`config.mk`:
```
export PLATFORM = sky130hd
export DESIGN_NAME = audio_dsp_config_regs
export DESIGN_NICKNAME = d
export VERILOG_FILES = /design/src/audio_cfg_pkg.sv /design/src/comp_pulse_gen.sv /design/src/zero_detect_mute.sv /design/src/audio_dsp_config_regs.sv
export SDC_FILE = /design/constraint.sdc
export NUM_CORES = 1
export LEC_CHECK = 0
export BUFFER_PORTS_ARGS = -buffer_cell sky130_fd_sc_hd__buf_2
export CAP_MARGIN = 30
export CORE_UTILIZATION = 30
export CTS_CLUSTER_DIAMETER = 30
export CTS_CLUSTER_SIZE = 28
export DETAILED_ROUTE_END_ITERATION = 10
export GPL_ROUTABILITY_DRIVEN = 0
export PLACE_DENSITY = 0.6
export SLEW_MARGIN = 20
export SYNTH_ARGS = -nofsm -noshare
export SYNTH_HDL_FRONTEND = slang
export SYNTH_HIERARCHICAL = 1
export SYNTH_SLANG_ARGS = --single-unit
```
`constraint.sdc`:
```
create_clock -name i_core_clk -period 1.59 [get_ports i_core_clk]
set_input_delay 0.477 -clock i_core_clk [delete_from_list [all_inputs] [get_ports i_core_clk]]
set_output_delay 0.477 -clock i_core_clk [all_outputs]
set_load 0.01 [all_outputs]
```
`src/audio_cfg_pkg.sv`:
```
// Constants for the audio processing-path configuration register bank.
// Assumes a 125 MHz core clock and an 8-bit register port from the control front end.
package audio_cfg_pkg;

	// Register offsets on the control port
	localparam logic [7:0] OUTPUT_STAGE_CONFIG_ADDR = 8'h02;
	localparam logic [7:0] PROCESSING_PATH_CONFIG_ADDR = 8'h03;
	localparam logic [7:0] VOLUME_AND_MODULATION_CONFIG_ADDR = 8'h04;
	localparam logic [7:0] CORRECTION_COEF_HI_ADDR = 8'h27;
	localparam logic [7:0] CORRECTION_COEF_LO_ADDR = 8'h28;

	// Values after reset
	localparam logic [7:0] OUTPUT_STAGE_CONFIG_RESET = 8'h42;
	localparam logic [7:0] PROCESSING_PATH_CONFIG_RESET = 8'h40;
	localparam logic [7:0] VOLUME_AND_MODULATION_CONFIG_RESET = 8'hC2;
	localparam logic [7:0] CORRECTION_COEF_HI_RESET = 8'h00;
	localparam logic [7:0] CORRECTION_COEF_LO_RESET = 8'h00;
	// Fixed coefficient used when the variable one is not selected
	localparam logic [15:0] STANDARD_CORRECTION_COEF = 16'h0000;

	// Readable bits of the output stage and volume registers; the rest read as zero
	localparam logic [7:0] OUTPUT_STAGE_CONFIG_MASK = 8'h7F;
	localparam logic [7:0] VOLUME_AND_MODULATION_CONFIG_MASK = 8'hDB;

	// Output stage register fields
	localparam int OUTPUT_STAGE_MODE_LSB = 0;
	localparam int COMP_PULSE_SIZE_LSB = 2;
	localparam logic [1:0] OUTPUT_STAGE_MODE_VARIABLE = 2'h3;

	// Processing path register bits
	localparam int DC_FILTER_BYPASS_BIT = 0;
	localparam int DEEMPHASIS_ENABLE_BIT = 1;
	localparam int PROCESSING_BYPASS_BIT = 2;
	localparam int POSTSCALE_LINK_BIT = 3;
	localparam int COEFFICIENT_LINK_BIT = 4;
	localparam int LIMITER_COMPRESS_MODE_BIT = 5;
	localparam int ZERO_DETECT_MUTE_ENABLE_BIT = 6;
	localparam int SUB_MIX_ENABLE_BIT = 7;

	// Volume and modulation register bits
	localparam int VARIABLE_CORRECTION_SELECT_BIT = 0;
	localparam int POWER_CORRECTION_ENABLE_BIT = 1;
	localparam int AM_REDUCTION_ENABLE_BIT = 3;
	localparam int PWM_SPEED_SELECT_BIT = 4;
	localparam int ZERO_CROSS_VOLUME_ENABLE_BIT = 6;
	localparam int SOFT_VOLUME_ENABLE_BIT = 7;

	// Channel count and zero-run length
	localparam int NUM_CHANNELS = 3;
	localparam logic [11:0] ZERO_RUN_SAMPLES = 12'h800;

	// PWM frame rates and the derived frame lengths in core cycles
	localparam int CORE_CLK_HZ = 125000000;
	localparam int PWM_NORMAL_HZ = 384000;
	localparam int PWM_ODD_HZ = 341300;
	localparam logic [9:0] PWM_NORMAL_CYCLES = 10'(CORE_CLK_HZ / PWM_NORMAL_HZ);
	localparam logic [9:0] PWM_ODD_CYCLES = 10'(CORE_CLK_HZ / PWM_ODD_HZ);

endpackage

```
`src/comp_pulse_gen.sv`:
```
// Compensating pulse generator: one pulse per PWM frame, length in core cycles.
// Assumes i_start is a one-cycle pulse at each frame start.
`timescale 1ns/1ps
module comp_pulse_gen (
	input wire logic i_core_clk,
	input wire logic i_rst_n,
	input wire logic i_start,
	input wire logic i_enable,
	input wire logic [4:0] i_size,
	output logic o_pulse
);
	logic [4:0] cnt_ff; // Cycles left in the pulse
	logic [4:0] nxt_cnt;
	logic pulse_ff;

	// Load at frame start, then count down; a size of zero yields no pulse
	always_comb begin
		nxt_cnt = cnt_ff;
		if (i_start && i_enable) begin
			nxt_cnt = i_size;
		end else if (cnt_ff != 5'h00) begin
			nxt_cnt = cnt_ff - 5'h01;
		end
	end

	// Pulse is high exactly while the counter is nonzero
	always_ff @(posedge i_core_clk or negedge i_rst_n) begin
		if (!i_rst_n) begin
			cnt_ff <= 5'h00;
			pulse_ff <= 1'b0;
		end else begin
			cnt_ff <= nxt_cnt;
			pulse_ff <= (nxt_cnt != 5'h00);
		end
	end

	assign o_pulse = pulse_ff;
endmodule // comp_pulse_gen

```
`src/zero_detect_mute.sv`:
```
// Per-channel zero-run detector: mutes a channel after a long run of zero samples.
// Assumes samples arrive after channel mapping with a one-cycle valid per sample.
`timescale 1ns/1ps
module zero_detect_mute
	import audio_cfg_pkg::*;
(
	input wire logic i_core_clk,
	input wire logic i_rst_n,
	input wire logic i_enable,
	input wire logic [NUM_CHANNELS-1:0] i_sample_valid,
	input wire logic [NUM_CHANNELS-1:0] i_sample_zero,
	output logic [NUM_CHANNELS-1:0] o_mute
);
	logic [11:0] run_ff [NUM_CHANNELS]; // Zero samples seen in a row, saturating
	logic [NUM_CHANNELS-1:0] mute_ff;

	// Count by sample, not by time, so the limit holds for any sample rate
	always_ff @(posedge i_core_clk or negedge i_rst_n) begin
		if (!i_rst_n) begin
			for (int ch = 0; ch < NUM_CHANNELS; ch++) begin
				run_ff[ch] <= 12'h000;
			end
			mute_ff <= '0;
		end else begin
			for (int ch = 0; ch < NUM_CHANNELS; ch++) begin
				if (i_sample_valid[ch]) begin
					if (!i_sample_zero[ch]) begin
						run_ff[ch] <= 12'h000; // Any nonzero sample restarts the run
					end else if (run_ff[ch] != ZERO_RUN_SAMPLES) begin
						run_ff[ch] <= run_ff[ch] + 12'h001;
					end
				end
				// Disabling the feature releases the mute at once
				mute_ff[ch] <= i_enable && (run_ff[ch] == ZERO_RUN_SAMPLES);
			end
		end
	end

	assign o_mute = mute_ff;
endmodule // zero_detect_mute

```
`src/audio_dsp_config_regs.sv`:
```
// Configuration register bank for the audio processing path and modulator.
// Assumes an 8-bit register port driven by the control front end, synchronous to the
// core clock, with one-cycle write and read strobes.
`timescale 1ns/1ps
module audio_dsp_config_regs
	import audio_cfg_pkg::*;
(
	input wire logic i_core_clk,
	input wire logic i_rst_n,
	// Register port from the control front end
	input wire logic [7:0] i_reg_addr,
	input wire logic [7:0] i_reg_wdata,
	input wire logic i_reg_wr,
	input wire logic i_reg_rd,
	output logic [7:0] o_reg_rdata,
	output logic o_reg_rvalid,
	// Status from the datapath
	input wire logic [audio_cfg_pkg::NUM_CHANNELS-1:0] i_sample_valid,
	input wire logic [audio_cfg_pkg::NUM_CHANNELS-1:0] i_sample_zero,
	input wire logic [audio_cfg_pkg::NUM_CHANNELS-1:0] i_channel_volume_bypass,
	// Controls to the datapath
	output logic o_dc_filter_active,
	output logic o_deemphasis_active,
	output logic o_processing_bypass,
	output logic [5:0] o_postscale_src,
	output logic o_postscale_after_volume,
	output logic [5:0] o_coef_src,
	output logic o_limiter_compress_mode,
	output logic o_threshold_track_volume,
	output logic [audio_cfg_pkg::NUM_CHANNELS-1:0] o_zero_mute,
	output logic o_sub_mix_enable,
	output logic o_power_correction_enable,
	output logic [15:0] o_correction_coefficient,
	output logic o_am_reduction_enable,
	output logic o_pwm_speed_select,
	output logic o_pwm_frame_tick,
	output logic o_comp_pulse,
	output logic o_zero_cross_volume_enable,
	output logic [audio_cfg_pkg::NUM_CHANNELS-1:0] o_soft_volume_active
);
	import audio_cfg_pkg::*;

	// Stored register contents
	logic [7:0] output_stage_config_ff; // Mode and pulse size
	logic [7:0] processing_path_config_ff; // Filter, bypass, links, limiter, mutes
	logic [7:0] volume_and_modulation_config_ff; // Correction, modulation, volume update
	logic [7:0] correction_coef_hi_ff; // Upper byte of the variable coefficient
	logic [7:0] correction_coef_lo_ff; // Lower byte of the variable coefficient

	// Read port
	logic [7:0] rdata_ff;
	logic rvalid_ff;
	logic [7:0] nxt_rdata;

	// Decoded datapath controls, each held in a flop so outputs never glitch
	logic dc_filter_active_ff;
	logic deemphasis_active_ff;
	logic processing_bypass_ff;
	logic [5:0] postscale_src_ff;
	logic postscale_after_volume_ff;
	logic [5:0] coef_src_ff;
	logic limiter_compress_mode_ff;
	logic threshold_track_volume_ff;
	logic sub_mix_enable_ff;
	logic power_correction_enable_ff;
	logic [15:0] correction_coefficient_ff;
	logic am_reduction_enable_ff;
	logic pwm_speed_select_ff;
	logic zero_cross_volume_enable_ff;
	logic [NUM_CHANNELS-1:0] soft_volume_active_ff;

	// PWM frame timer
	logic [9:0] frame_cnt_ff; // Cycles into the current frame
	logic frame_tick_ff;
	logic [9:0] frame_len; // Length picked by the speed bit

	// Field views of the stored registers
	logic [1:0] output_stage_mode;
	logic [4:0] comp_pulse_size;
	logic zero_detect_mute_enable;

	// Source channel index for a linked or unlinked setting, two bits per channel
	function automatic logic [5:0] link_sources(input logic link);
		logic [5:0] src;
		src = 6'h00;
		for (int ch = 0; ch < NUM_CHANNELS; ch++) begin
			src[ch*2 +: 2] = link ? 2'h0 : 2'(ch);
		end
		return src;
	endfunction

	// Field views
	assign output_stage_mode = output_stage_config_ff[OUTPUT_STAGE_MODE_LSB +: 2];
	assign comp_pulse_size = output_stage_config_ff[COMP_PULSE_SIZE_LSB +: 5];
	assign zero_detect_mute_enable = processing_path_config_ff[ZERO_DETECT_MUTE_ENABLE_BIT];

	// Register writes; unmapped addresses are ignored
	always_ff @(posedge i_core_clk or negedge i_rst_n) begin
		if (!i_rst_n) begin
			output_stage_config_ff <= OUTPUT_STAGE_CONFIG_RESET;
			processing_path_config_ff <= PROCESSING_PATH_CONFIG_RESET;
			volume_and_modulation_config_ff <= VOLUME_AND_MODULATION_CONFIG_RESET;
			correction_coef_hi_ff <= CORRECTION_COEF_HI_RESET;
			correction_coef_lo_ff <= CORRECTION_COEF_LO_RESET;
		end else if (i_reg_wr) begin
			unique case (i_reg_addr)
				OUTPUT_STAGE_CONFIG_ADDR: begin
					// Top bit is reserved and kept at zero
					output_stage_config_ff <= i_reg_wdata & OUTPUT_STAGE_CONFIG_MASK;
				end
				PROCESSING_PATH_CONFIG_ADDR: begin
					processing_path_config_ff <= i_reg_wdata;
				end
				VOLUME_AND_MODULATION_CONFIG_ADDR: begin
					// Reserved positions are dropped on write
					volume_and_modulation_config_ff <=
						i_reg_wdata & VOLUME_AND_MODULATION_CONFIG_MASK;
				end
				CORRECTION_COEF_HI_ADDR: begin
					correction_coef_hi_ff <= i_reg_wdata;
				end
				CORRECTION_COEF_LO_ADDR: begin
					correction_coef_lo_ff <= i_reg_wdata;
				end
				default: begin
					// Address outside this bank
				end
			endcase
		end
	end

	// Read mux; unmapped addresses read as zero
	always_comb begin
		unique case (i_reg_addr)
			OUTPUT_STAGE_CONFIG_ADDR: nxt_rdata = output_stage_config_ff;
			PROCESSING_PATH_CONFIG_ADDR: nxt_rdata = processing_path_config_ff;
			VOLUME_AND_MODULATION_CONFIG_ADDR: begin
				nxt_rdata = volume_and_modulation_config_ff & VOLUME_AND_MODULATION_CONFIG_MASK;
			end
			CORRECTION_COEF_HI_ADDR: nxt_rdata = correction_coef_hi_ff;
			CORRECTION_COEF_LO_ADDR: nxt_rdata = correction_coef_lo_ff;
			default: nxt_rdata = 8'h00;
		endcase
	end

	// Read data is captured one cycle after the strobe and held until the next read
	always_ff @(posedge i_core_clk or negedge i_rst_n) begin
		if (!i_rst_n) begin
			rdata_ff <= 8'h00;
			rvalid_ff <= 1'b0;
		end else begin
			rvalid_ff <= i_reg_rd;
			if (i_reg_rd) begin
				rdata_ff <= nxt_rdata;
			end
		end
	end

	// Filter, bypass and linking controls for the processing path
	always_ff @(posedge i_core_clk or negedge i_rst_n) begin
		if (!i_rst_n) begin
			dc_filter_active_ff <= 1'b0;
			deemphasis_active_ff <= 1'b0;
			processing_bypass_ff <= 1'b0;
			postscale_src_ff <= 6'h00;
			postscale_after_volume_ff <= 1'b0;
			coef_src_ff <= 6'h00;
		end else begin
			// Filter stays in the path unless bypassed; DC can damage speakers
			dc_filter_active_ff <= !processing_path_config_ff[DC_FILTER_BYPASS_BIT];
			// De-emphasis lives inside the processing, so bypass defeats it
			deemphasis_active_ff <= processing_path_config_ff[DEEMPHASIS_ENABLE_BIT]
				&& !processing_path_config_ff[PROCESSING_BYPASS_BIT];
			processing_bypass_ff <= processing_path_config_ff[PROCESSING_BYPASS_BIT];
			postscale_src_ff <= link_sources(processing_path_config_ff[POSTSCALE_LINK_BIT]);
			// Post-scale placement is fixed: after volume, just ahead of the modulator
			postscale_after_volume_ff <= 1'b1;
			coef_src_ff <= link_sources(processing_path_config_ff[COEFFICIENT_LINK_BIT]);
		end
	end

	// Limiter and mixing controls
	always_ff @(posedge i_core_clk or negedge i_rst_n) begin
		if (!i_rst_n) begin
			limiter_compress_mode_ff <= 1'b0;
			threshold_track_volume_ff <= 1'b0;
			sub_mix_enable_ff <= 1'b0;
		end else begin
			limiter_compress_mode_ff <= processing_path_config_ff[LIMITER_COMPRESS_MODE_BIT];
			// Thresholds follow volume only when compressing
			threshold_track_volume_ff <=
				processing_path_config_ff[LIMITER_COMPRESS_MODE_BIT];
			sub_mix_enable_ff <= processing_path_config_ff[SUB_MIX_ENABLE_BIT];
		end
	end

	// Modulator and correction controls
	always_ff @(posedge i_core_clk or negedge i_rst_n) begin
		if (!i_rst_n) begin
			power_correction_enable_ff <= 1'b0;
			correction_coefficient_ff <= STANDARD_CORRECTION_COEF;
			am_reduction_enable_ff <= 1'b0;
			pwm_speed_select_ff <= 1'b0;
		end else begin
			power_correction_enable_ff <=
				volume_and_modulation_config_ff[POWER_CORRECTION_ENABLE_BIT];
			// Coefficient registers are only consulted when variable is selected
			if (volume_and_modulation_config_ff[VARIABLE_CORRECTION_SELECT_BIT]) begin
				correction_coefficient_ff <= {correction_coef_hi_ff, correction_coef_lo_ff};
			end else begin
				correction_coefficient_ff <= STANDARD_CORRECTION_COEF;
			end
			// Trades about 83 dB SNR for a quiet AM band
			am_reduction_enable_ff <= volume_and_modulation_config_ff[AM_REDUCTION_ENABLE_BIT];
			pwm_speed_select_ff <= volume_and_modulation_config_ff[PWM_SPEED_SELECT_BIT];
		end
	end

	// Volume update controls, soft ramp gated per channel by its volume bypass
	always_ff @(posedge i_core_clk or negedge i_rst_n) begin
		if (!i_rst_n) begin
			zero_cross_volume_enable_ff <= 1'b0;
			soft_volume_active_ff <= '0;
		end else begin
			zero_cross_volume_enable_ff <=
				volume_and_modulation_config_ff[ZERO_CROSS_VOLUME_ENABLE_BIT];
			for (int ch = 0; ch < NUM_CHANNELS; ch++) begin
				soft_volume_active_ff[ch] <=
					volume_and_modulation_config_ff[SOFT_VOLUME_ENABLE_BIT]
					&& !i_channel_volume_bypass[ch];
			end
		end
	end

	// Frame length follows the speed bit; integer division, so rates are approximate
	assign frame_len = pwm_speed_select_ff ? PWM_ODD_CYCLES : PWM_NORMAL_CYCLES;

	// PWM frame timer; a speed change applies to the frame in progress, which ends at once if already past the new length
	always_ff @(posedge i_core_clk or negedge i_rst_n) begin
		if (!i_rst_n) begin
			frame_cnt_ff <= 10'h000;
			frame_tick_ff <= 1'b0;
		end else begin
			if (frame_cnt_ff >= frame_len - 10'h001) begin
				frame_cnt_ff <= 10'h000;
				frame_tick_ff <= 1'b1;
			end else begin
				frame_cnt_ff <= frame_cnt_ff + 10'h001;
				frame_tick_ff <= 1'b0;
			end
		end
	end

	// Compensating pulse, once per frame, only in variable compensation mode
	comp_pulse_gen u_comp_pulse_gen (
		.i_core_clk(i_core_clk),
		.i_rst_n(i_rst_n),
		.i_start(frame_tick_ff),
		.i_enable(output_stage_mode == OUTPUT_STAGE_MODE_VARIABLE),
		.i_size(comp_pulse_size),
		.o_pulse(o_comp_pulse)
	);

	// Zero-run mute per mapped channel
	zero_detect_mute u_zero_detect_mute (
		.i_core_clk(i_core_clk),
		.i_rst_n(i_rst_n),
		.i_enable(zero_detect_mute_enable),
		.i_sample_valid(i_sample_valid),
		.i_sample_zero(i_sample_zero),
		.o_mute(o_zero_mute)
	);

	// Outputs straight from flops
	assign o_reg_rdata = rdata_ff;
	assign o_reg_rvalid = rvalid_ff;
	assign o_dc_filter_active = dc_filter_active_ff;
	assign o_deemphasis_active = deemphasis_active_ff;
	assign o_processing_bypass = processing_bypass_ff;
	assign o_postscale_src = postscale_src_ff;
	assign o_postscale_after_volume = postscale_after_volume_ff;
	assign o_coef_src = coef_src_ff;
	assign o_limiter_compress_mode = limiter_compress_mode_ff;
	assign o_threshold_track_volume = threshold_track_volume_ff;
	assign o_sub_mix_enable = sub_mix_enable_ff;
	assign o_power_correction_enable = power_correction_enable_ff;
	assign o_correction_coefficient = correction_coefficient_ff;
	assign o_am_reduction_enable = am_reduction_enable_ff;
	assign o_pwm_speed_select = pwm_speed_select_ff;
	assign o_pwm_frame_tick = frame_tick_ff;
	assign o_zero_cross_volume_enable = zero_cross_volume_enable_ff;
	assign o_soft_volume_active = soft_volume_active_ff;

endmodule // audio_dsp_config_regs

```
Word level (Yosys, flattened, before mapping) --
Cells that the tools add are included.
Word-level totals: bits in registers 139, bits in latches 0, memory bits (writable) 0, bits in read-only memories 0, bits of input ports 29, output and inout bits 56, word-level logic and storage cells 91, memories 0
Cells by class: add/subtract/negate cells 6, $mul 0, div/mod/pow operators 0, $lt $le $gt $ge 1, eq/ne operators 15, shifts and indexed selects 0, multiplexer cells 17, bitwise operators 0, reductions and logical operators 23
Operators with widths (count):
- $mux W12 | 6
- $pmux W8 S5 | 1
- $add A12 B1 Y12 const B | 3
- $eq A12 B12 Y1 const B | 3
- $ne A12 B12 Y1 const B | 3
- $eq A8 B2 Y1 const B | 2
- $eq A8 B6 Y1 const B | 2
- $mux W16 | 1
- $reduce_and A2 Y1 | 8
- $add A10 B1 Y10 const B | 1
- $ge A10 B10 Y1 | 1
- $mux W10 | 1
- $mux W5 | 2
- $reduce_bool A5 Y1 | 2
- $sub A9 B1 Y10 const B | 1
- $eq A8 B3 Y1 const B | 1
- $logic_and A1 B1 Y1 | 8
- $mux W6 | 1
- $ne A2 B1 Y1 const B | 3
- $logic_not A1 Y1 | 5
- $sub A5 B1 Y5 const B | 1
- $mux W2 | 2
- $mux W1 | 3
- $eq A2 B2 Y1 const B | 1

Depth between registers and ports, before layout --
Gate-level depths: netlist of run 1.
depth in word-level cells 4, depth in mapped cells 6, mapped depth without buffers 6

By module --
The synthesis of run 1 kept the hierarchy.
Modules (own cells, without submodules):
- audio_dsp_config_regs | times used 1, cells each 264, area an instance 3604.7 um^2, sequential area each 2209.6 um^2
- zero_detect_mute | times used 1, cells each 239, area an instance 2173.3 um^2, sequential area each 975.9 um^2
- comp_pulse_gen | times used 1, cells each 32, area an instance 325.3 um^2, sequential area each 150.1 um^2

Worst setup path before layout of run 1 --
No wires, ideal clock.
kind input -> register, start point input i_reg_addr[4], end point register output_stage_config_ff[0], setup time 0.125 ns, data arrival time 1.649 ns, data required time 1.465 ns, slack -0.184 ns, stages 4, path buffers 0, path through nor3_4 -> nand3_2 -> nor3b_4 -> mux2_2
Between the ends: longest elaborated chain between the ends 2
RTL lines:
- from (decl) | line audio_dsp_config_regs.sv:11 | input wire logic [7:0] i_reg_addr,
- $eq A8 B2 Y1 | line audio_dsp_config_regs.sv:106 | unique case (i_reg_addr)
- $reduce_and A2 Y1 (no line)
- to (signal assigned) | line audio_dsp_config_regs.sv:109 | output_stage_config_ff <= i_reg_wdata & OUTPUT_STAGE_CONFIG_MASK;
- to (decl) | line audio_dsp_config_regs.sv:44 | logic [7:0] output_stage_config_ff;
Every way passes these cells. A chain may end at the register's enable or synchronous reset.

Worst setup path in the final report of run 1 --
start point register u_comp_pulse_gen.cnt_ff[0], end point register u_comp_pulse_gen.pulse_ff (netlist: u_comp_pulse_gen/o_pulse)
Between the ends: longest elaborated chain between the ends 4, elaborated cells on any way between the ends 5, those cells by class add/sub: 1; mux: 2; reduce/logical: 2
RTL lines:
- from (decl) | line comp_pulse_gen.sv:12 | logic [4:0] cnt_ff;
- from (signal assigned) | line comp_pulse_gen.sv:32 | cnt_ff <= nxt_cnt;
- $sub A5 B1 Y5 or $reduce_bool A5 Y1 (tied branches) | line comp_pulse_gen.sv:22, comp_pulse_gen.sv:21
- $mux W5 (*) | line comp_pulse_gen.sv:21 | end else if (cnt_ff != 5'h00) begin
- $mux W5 (*) | line comp_pulse_gen.sv:19 | if (i_start && i_enable) begin
- named net u_comp_pulse_gen.nxt_cnt[1] | line comp_pulse_gen.sv:13 | logic [4:0] nxt_cnt;
- $reduce_bool A5 Y1 (*) | line comp_pulse_gen.sv:33 | pulse_ff <= (nxt_cnt != 5'h00);
- to (signal assigned) | line comp_pulse_gen.sv:33
- to (decl) | line comp_pulse_gen.sv:14 | logic pulse_ff;
Mark *: on every way through the listed nets, which the timed path passes. The rest lies on a longest branch.

==> reports/qor.yml, run 1 <==
status: "complete, but fails checks"
violations: "setup timing"
path_class: "reg2reg"
leakagePower_nw: 3.79
preCtsSetupSlack_ns: -0.273
layout_common_cells: "dfrtp_1, buf_2, buf_4, nand2_1, mux2_2"
cts_root_buf: "clkbuf_16"
io_buffers: 76
fin_ws_ns: -0.228
tightestPinTransition_ns: 0.522
synth-seq-cells: 133
die_h_um: 145
fin_util_pct: 40.4
relSlewSlack_pct: 65.2
grt_pass1_vias: 4401
layout_commonest_cell: "dfrtp_1"
cts_made_buffers: 17
syn_inst: 535
required_ns: 1.87
drv_cap: 0
num-fill-cells: 1895
n_antenna_cell: 0
htree_levels: 4
start_util_pct: 31.0
grt_max_degree: 40
setup_violations: 12
path_cells: "inv_2 > ha_4 > nor4b_4 > or2_1 > a31oi_2 > or4b_1"
netlist_top_cells_area: "dfrtp_1, mux2_2, nand2_1"
clkSinkCount: 133
ios: 85
avgSynthCellArea_um2: 11.4
dp_hpwl_um: 10300
path_buf_inv: 1
dr.pass1.iters: 4
synthDistinctLibCells: 67
die_area_um2: 20900
cpMaxStageDelayCell: "or4b_1"
drc: 0
synth_edf_count: 0
min_to: "o_soft_volume_active[2]"
fin_crit_sh_pct: 114
dp_cells: 919
ir_worst_vdd_uv: 667
p_clk_share_pct: 42.4
ff2ff_path_depth: 6
layout.cells.non_filler: 958
grtUsageTotal_pct: 14.7
drt_iter0_drc: 213
r2r_start: "u_comp_pulse_gen/cnt_ff[0]"
whs_ns: 0.219
clockBufferDepth: 2
slowest_delay_ns: 0.51
internal_power_mw: 6.83
drv_slew: 0
ys_warn_count: 6
period_needed_ns: 1.82
synth_seq_area_share_pct: 54.7
combPwrFrac_pct: 15.3
critical_path_cell_count: 6
met1_usage_pct: 20.1
grtUsageMet2_pct: 22.7
synth_top_flop_cell: "dfrtp_1"
rr_endpoint: "u_comp_pulse_gen/o_pulse"
seqPwrFrac_pct: 42.3
power_switching_mw: 2.31
rrSetupSlack_ns: -0.23
yosysTopAreaCell: "dfrtp_1"
dpl_cell_area_um2: 7220
chipWidth_um: 145
worstSkewPairLatency_ns: 0.41
p_sw_share_pct: 25.2
wl_um: 14500
fin_area_um2: 7960
cp_top_family: "simple AND/OR/NAND/NOR gates"
clkTransAtPathRegs_ns: 0.06
grt_use_met3_pct: 3.87
min_path_cells: 2
syn-cell-area_um2: 6100
grt.busiest_layer: "met2"
synth.top_cell.area_share_pct: 52.1
final_hold_viol_count: 0
grt_setup_unrepaired: "true"
antenna_found_initial: 0
viasPerCell: 4.76
skew_ns: 0.00765
path_max_fanout: 5
row_count: 51
layout-drive-gt1-share_pct: 36.4
hp-class: "in2reg"
syn2layout_area_growth_pct: 30.5
worstSetupEndpointType: "flip-flop"
critPathLaunchType: "flip-flop"
coreArea_um2: 19700
grt_pass1_wl_um: 23300
power_density_nw_per_um2: 1150
min_from: "i_channel_volume_bypass[2]"
cp.arrival_ns: 2.10
final_antenna_net_count: 0
post_drt_wl_per_cell_um: 15.1
grt-ovfl-total: 0
max_freq_mhz: 550
nNetsFinal: 720
synth-async-reset-ratio_pct: 100
num_vias: 4561
cts_tree: "built"
power groups by stage:
stage | Sequential (mW) | Combinational, mW | Clock, mW
after floorplan | 3.90 | 0.665 | 0
after global placement | 3.91 | 1.20 | 0
after detailed placement | 3.91 | 1.22 | 0
after CTS | 3.86 | 1.31 | 3.97
after global routing | 3.90 | 1.56 | 4.12
final | 3.86 | 1.40 | 3.87
layout make-up:
class | instances | area, µm² | share of cell area, %
Inverter | 22 | 82.6 | 1.04
Timing Repair Buffer | 139 | 922 | 11.6
Sequential cell | 133 | 3340 | 41.9
Tap cell | 265 | 332 | 4.16
Clock buffer | 23 | 488 | 6.13
Clock inverter | 9 | 100 | 1.26
Multi-Input combinational cell | 367 | 2700 | 33.9
flip-flops by register name, indices dropped and copies added, names as in the netlist, 3 cells and up:
register and cells:
o_correction_coefficient 16, output_stage_config_ff 7, correction_coef_hi_ff 8, volume_and_modulation_config_ff 6, processing_path_config_ff 8, frame_cnt_ff 10, o_reg_rdata 8, correction_coef_lo_ff 8
o_soft_volume_active 3, u_zero_detect_mute/o_mute 3, u_comp_pulse_gen/cnt_ff 5, u_zero_detect_mute/run_ff 36
worst max-delay path by stage:
stage	start	slack (ns)	end
floorplan	i_reg_addr[6]	-0.15	output_stage_config_ff[0]
global placement	i_reg_addr[6]	-0.26	output_stage_config_ff[2]
detailed placement	i_reg_addr[6]	-0.27	output_stage_config_ff[0]
CTS	u_comp_pulse_gen/cnt_ff[0]	-0.23	u_comp_pulse_gen/o_pulse
global route	u_comp_pulse_gen/cnt_ff[0]	-0.32	u_comp_pulse_gen/o_pulse
finish	u_comp_pulse_gen/cnt_ff[0]	-0.23	u_comp_pulse_gen/o_pulse
through the flow:
| stage | TNS [ns] | total power, mW |
|---|---|---|
| 3_3_place_gp | -8.58 | 5.11 |
| 6_report | -2.05 | 9.13 |
| 3_5_place_dp | -8.82 | 5.13 |
| 5_1_grt | -2.64 | 9.57 |
| 4_1_cts | -1.71 | 9.13 |
| 2_1_floorplan | -2.37 | 4.57 |
cell usage after synthesis (all sizes together) (8+ instances only):
cell and number:
o21ai 16, dfrtp 127, nand2 45, a22o 8, nand3 24, nor2b 10, and2 22, mux2 39
a31oi 10, a22oi 14, o31ai 9, nor3 11, clkbuf 9, a21o 9, inv 22, buf 13
ha 11, nand4 10, nor2 32
per-layer routing:
layer / vias to the layer above / share of wire (%)
li1: 2214 / -
met1: 2275 / 48
met2: 64 / 48
met3: 8 / 3.2
met4: 0 / 1.0
met5: - / 0
logic make-up after synthesis:
kind of cell / synth area share, %
xor gates and xnor gates: 1.29
muxes: 7.69
buffers and inverters: 3.53
and+or+nand+nor: 18.9
other: 0.123
DFF: 54.7
AOI/OAI and AO/OA: 11.6
adders and majority gates: 2.25
repair_timing:
action | 4_1_cts | 5_1_grt
setup endpoints to repair | 12 | 20
gates cloned | 1 | 0
gates resized for setup | 8 | 14
endpoints found under the hold margin | 15 | 0
buffers inserted | 2 | 4
hold buffers | 1 | 0
pin swaps | 7 | 15
Power figures use the tool's default switching activity.
==> inputs of run 2 (changes only) <==
- BUFFER_PORTS_ARGS: -buffer_cell sky130_fd_sc_hd__buf_2 -> -buffer_cell sky130_fd_sc_hd__buf_4
==> run 2 against run 1 <==
Net effect: utilization grew 0.81 points; clock skew shrank 0.00057 ns; critical path type unchanged; critical path depth is the same; the flow still finishes with violations (setup timing).
==> reports/qor.yml, run 2 (same netlist as run 1, synthesis figures left out) <==
start_util_pct: 31.0  # unchanged
status: "complete, but fails checks"
ir_worst_vdd_uv: 579  # -13%
fin_ws_ns: -0.231  # -0.00309 ns
die_area_um2: 20900  # unchanged
nNetsFinal: 712  # -1.1%
cts_root_buf: "clkbuf_16"
n_antenna_cell: 0  # unchanged
dp_hpwl_um: 10800  # +5.1%
grt_pass1_wl_um: 24500  # +5.1%
path_class: "reg2reg"
layout_common_cells: "buf_4, dfrtp_1, nand2_1, mux2_2, nor2_1"
die_h_um: 145  # unchanged
leakagePower_nw: 3.79  # -0.18%
setup_violations: 12  # unchanged
io_buffers: 76  # unchanged
layout.cells.non_filler: 950  # -0.84%
worstSkewPairLatency_ns: 0.41  # about the same
drc: 0  # unchanged
num-fill-cells: 1862  # -1.7%
htree_levels: 4  # unchanged
drv_slew: 0  # unchanged
grt_pass1_vias: 4885  # +11%
clockBufferDepth: 2  # unchanged
viasPerCell: 4.87  # +2.4%
multi_input_area_um2: 2700  # about the same
layout-drive-gt1-share_pct: 36.8  # +0.42 points
path_max_fanout: 5  # unchanged
fin_area_um2: 8120  # +2.0%
max_freq_mhz: 549  # -0.17%
power_density_nw_per_um2: 1160  # +1.3%
total_power_mw: 9.44  # +3.3%
clkTransAtPathRegs_ns: 0.06  # about the same
seqCellArea_um2: 3340  # +0.19%
grt-ovfl-total: 0  # unchanged
clkSinkCount: 133  # unchanged
cpMaxStageDelayCell: "or4b_1"
wl_um: 15000  # +3.8%
cts_tree: "built"
path_cells: "inv_2 > ha_4 > nor4b_4 > xnor2_1 > a21oi_1 > or4b_1"
syn2layout_area_growth_pct: 33.1
skew_ns: 0.00708  # -0.000572 ns
preCtsSetupSlack_ns: -0.241  # +0.0318 ns
final_antenna_net_count: 0  # unchanged
grt_max_degree: 32  # -20%
worstSetupEndpointType: "flip-flop"
chipWidth_um: 145  # unchanged
ios: 85  # unchanged
dp_cells: 908  # -1.2%
grtUsageTotal_pct: 15.4  # +0.63 points
antenna_found_initial: 0  # unchanged
drv_cap: 0  # unchanged
fin_util_pct: 41.2  # +0.81 points
coreArea_um2: 19700  # unchanged
fin_crit_sh_pct: 115  # +0.19 points
drt_iter0_drc: 221  # +3.8%
dpl_cell_area_um2: 7310  # +1.3%
path_buf_inv: 1  # unchanged
num_vias: 4630  # +1.5%
regMostFlops: "u_zero_detect_mute/run_ff"
violations: "setup timing"
critPathLaunchType: "flip-flop"
row_count: 51  # unchanged
hp-class: "in2reg"
largest_reg_flops: 36  # unchanged
cp_top_family: "simple AND/OR/NAND/NOR gates"
cp.arrival_ns: 2.10  # about the same
post_drt_wl_per_cell_um: 15.8  # +4.7%
slowest_delay_ns: 0.48  # -0.03 ns
period_needed_ns: 1.82  # +0.00309 ns
final_hold_viol_count: 0  # unchanged
dr.pass1.iters: 4  # unchanged
required_ns: 1.87  # about the same
cts_made_buffers: 17  # unchanged
layout_commonest_cell: "buf_4"
grt_setup_unrepaired: "true"
==> run 2: power breakdown <==
part           internal, mW  switching (mW)  total, mW
Clock                  2.74            1.40       4.14
Combinational         0.754           0.631       1.38
Sequential             3.64           0.271       3.91
==> run 2: what timing repair did <==
item / 4_1_cts / 5_1_grt
buffers inserted: 7 / 5
cloned: 1 / 0
hold buffers: 1 / 0
endpoints found under the setup margin: 12 / 25
endpoints found under the hold margin: 23 / 0
pin swaps: 9 / 10
resized for setup: 9 / 25
==> run 2: path summary, 6_finish.rpt <==
kind,start,to,slack [ns],cells after the start
setup reg to reg,u_comp_pulse_gen/cnt_ff[1],u_comp_pulse_gen/o_pulse,-0.23,6
setup / recovery,u_comp_pulse_gen/cnt_ff[1],u_comp_pulse_gen/o_pulse,-0.23,6
hold / removal,i_channel_volume_bypass[0],o_soft_volume_active[0],0.21,2
hold reg to reg,volume_and_modulation_config_ff[6],o_zero_cross_volume_enable,0.41,0
max in group asynchronous,i_rst_n,volume_and_modulation_config_ff[1],0.52,3
min in group asynchronous,i_rst_n,u_comp_pulse_gen/o_pulse,0.52,2
==> run 2: cell type report <==
type                    count  share of cell area (%)
clock buffers              23                    5.88
multi-input cells         367                    33.3
repair buffers            131                    12.7
flip-flops and latches    133                    41.2
inverters                  22                    1.02
clock inverters             9                    1.85
well taps                 265                    4.08
==> run 2: layer usage <==
metal / up-vias / wire (µm) / GRT usage, % / share of wire (%)
li1: 2204 / - / - / -
met1: 2322 / 6740 / 19.2 / 45
met2: 86 / 7480 / 25.2 / 50
met3: 18 / 578 / 4.14 / 3.9
met4: 0 / 216 / 6.04 / 1.4
met5: - / 0 / 0 / 0
==> run 2: worst reg2reg max path, cell delays in order (launching register included) <==
cell     delay, ns
dfrtp_1       0.39
inv_2         0.08
ha_4          0.13
nor4b_4       0.32
xnor2_1       0.19
a21oi_1       0.11
or4b_1        0.48
==> run 2: metrics by stage <==
step                setup TNS, ns  hold slack [ns]
floorplan                   -2.37            0.181
global placement            -6.42            0.381
detailed placement          -7.76            0.384
CTS                         -1.67            0.189
global route                -2.36            0.198
finish                      -1.73            0.209
==> inputs of run 3 (changes only) <==
- CORE_MARGIN: unset -> 5
- CORE_UTILIZATION: 30 -> 50
- MAX_ROUTING_LAYER: unset -> met4
- PLACE_DENSITY: 0.6 -> 0.85
==> run 3 against run 2 <==
Net effect: the flow still finishes with violations (setup timing); utilization increased by 25 points; via count increased by 3.1%; cell count decreased by 13%; clock-buffer cell count decreased by 4; design area decreased by 2.7%; sequential power about the same; setup slack got worse by 0.058 ns; register-to-register slack got worse by 0.06 ns; clock power decreased by 3%; maximum frequency decreased by 3.1%; sequential cell count unchanged; highest routed layer unchanged.
==> reports/qor.yml, run 3 (same netlist as run 1, synthesis figures left out) <==
clkTransAtPathRegs_ns: 0.06  # about the same
final.setup.tns_ns: -1.94  # -0.205 ns
cts_root_buf: "clkbuf_16"
setup_violations: 12  # unchanged
rrSetupSlack_ns: -0.29  # -0.06 ns
total_power_mw: 9.19  # -2.6%
n_antenna_cell: 0  # unchanged
ios: 85  # unchanged
fin_crit_sh_pct: 118  # +3.6 points
clockBufferDepth: 2  # unchanged
wl_um: 14700  # -2.0%
layout_commonest_cell: "dfrtp_1"
final_antenna_net_count: 0  # unchanged
power_density_nw_per_um2: 1160  # +0.11%
cpMaxStageDelayCell: "or4b_1"
antenna_found_initial: 0  # unchanged
r2r_start: "u_comp_pulse_gen/cnt_ff[1]"
regMostFlops: "u_zero_detect_mute/run_ff"
fin_area_um2: 7900  # -2.7%
dr.pass1.iters: 5  # +1
fin_ws_ns: -0.288  # -0.0575 ns
ff2ff_path_depth: 6  # unchanged
path_cells: "inv_1 > ha_2 > nor4b_4 > xnor2_1 > a21oi_1 > or4b_1"
skew_ns: 0.0107  # +0.00360 ns
worstSkewPairLatency_ns: 0.42  # about the same
die_h_um: 120  # -17%
required_ns: 1.87  # about the same
nNetsFinal: 707  # -0.70%
status: "complete, but fails checks"
cts_tree: "built"
rr_endpoint: "u_comp_pulse_gen/o_pulse"
ir_worst_vdd_uv: 750  # +29%
grt_setup_unrepaired: "true"
path_class: "reg2reg"
dp_hpwl_um: 10300  # -5.2%
grt_pass1_vias: 4856  # -0.59%
grtUsageTotal_pct: 21.6  # +6.2 points
drv_slew: 0  # unchanged
viasPerCell: 5.77  # +18%
clkSinkCount: 133  # unchanged
min_to: "o_soft_volume_active[2]"
post_drt_wl_per_cell_um: 17.8  # +13%
num_vias: 4774  # +3.1%
path_max_fanout: 5  # unchanged
final_hold_viol_count: 0  # unchanged
largest_reg_flops: 36  # unchanged
chipWidth_um: 120  # -17%
slowest_delay_ns: 0.52  # +0.04 ns
grt_pass1_wl_um: 24200  # -1.0%
drv_cap: 0  # unchanged
coreArea_um2: 12000  # -39%
max_freq_mhz: 532  # -3.1%
grt_max_degree: 47  # +47%
cts_made_buffers: 17  # unchanged
preCtsSetupSlack_ns: -0.290  # -0.0492 ns
drc: 0  # unchanged
leakagePower_nw: 3.75  # -0.84%
start_util_pct: 50.8  # +20 points
dp_cells: 788  # -13%
violations: "setup timing"
critPathLaunchType: "flip-flop"
period_needed_ns: 1.88  # +0.0575 ns
dpl_cell_area_um2: 7140  # -2.3%
worstSetupEndpointType: "flip-flop"
row_count: 40  # -22%
hp-class: "in2reg"
io_buffers: 76  # unchanged
layout-drive-gt1-share_pct: 35.3  # -1.5 points
die_area_um2: 14500  # -31%
layout.cells.non_filler: 827  # -13%
drt_iter0_drc: 280  # +27%
syn2layout_area_growth_pct: 29.5
layout_common_cells: "dfrtp_1, buf_4, nand2_1, mux2_2, nor2_1"
htree_levels: 4  # unchanged
min_path_cells: 2  # unchanged
grt-ovfl-total: 0  # unchanged
cp.arrival_ns: 2.16  # +0.06 ns
min_from: "i_channel_volume_bypass[2]"
run 3: cell types whose count changed in the layout (fill, tap and decap cells not counted), sizes merged:
cell,delta
bufinv,-1
clkinvlp,+2
clkbuf,-4
inv,+3
buf,-5
run 3: worst max path at each step:
stage,start,endpoint,slack (ns),depth (start not counted)
after floorplan,i_reg_addr[6],output_stage_config_ff[0],-0.15,4
after global placement,i_reg_addr[6],processing_path_config_ff[0],-0.16,6
after detailed placement,u_comp_pulse_gen/cnt_ff[1],u_comp_pulse_gen/o_pulse,-0.29,6
after CTS,u_comp_pulse_gen/cnt_ff[1],u_comp_pulse_gen/o_pulse,-0.31,6
after global routing,u_comp_pulse_gen/cnt_ff[1],u_comp_pulse_gen/o_pulse,-0.37,6
final,u_comp_pulse_gen/cnt_ff[1],u_comp_pulse_gen/o_pulse,-0.29,6
run 3: through the flow:
| stage | util (%) | hold slack, ns |
|---|---|---|
| final | 65.8 | 0.206 |
| after global routing | 65.8 | 0.187 |
| after floorplan | - | 0.181 |
| after global placement | 59.5 | 0.392 |
| after CTS | 65.0 | 0.186 |
| after detailed placement | 59.5 | 0.400 |
run 3: timing repair:
action                     CTS  global route
buffers inserted             1             5
gates cloned                 1             0
hold endpoints to repair    16             0
hold buffers                 1             0
pin swaps                    4            13
resized for setup            5            16
setup endpoints to repair   12            25
run 3: routing by layer:
layer	wire length, µm	vias up	GRT usage (%)
met3	614	29	4.44
met5	0	-	-
met1	6070	2414	26.7
met2	7680	144	34.7
met4	353	0	9.07
li1	-	2187	-
run 3: layout make-up:
type | instances | area, µm²
inverters | 22 | 82.6
well taps | 147 | 184
clock buffers | 19 | 443
clock inverters | 13 | 173
multi-input cells | 367 | 2690
repair buffers | 126 | 997
flip-flops and latches | 133 | 3340
fillers | 857 | 4110
run 3: critical path, delay by kind of cell, from the launching register on:
family	cells	cell delay (ns)
xor gates and xnor gates	1	0.17
and+or+nand+nor	2	0.84
DFF	1	0.38
AOI/OAI and AO/OA	1	0.10
buffers and inverters	1	0.07
adders and majority gates	1	0.18
run 3: power by group:
group	total (mW)	switching [mW]	internal (mW)	leakage (nW)
Sequential	3.89	0.256	3.64	1.76
Clock	4.03	1.50	2.53	0.287
Combinational	1.27	0.625	0.648	1.70
Total	9.19	2.38	6.81	3.75
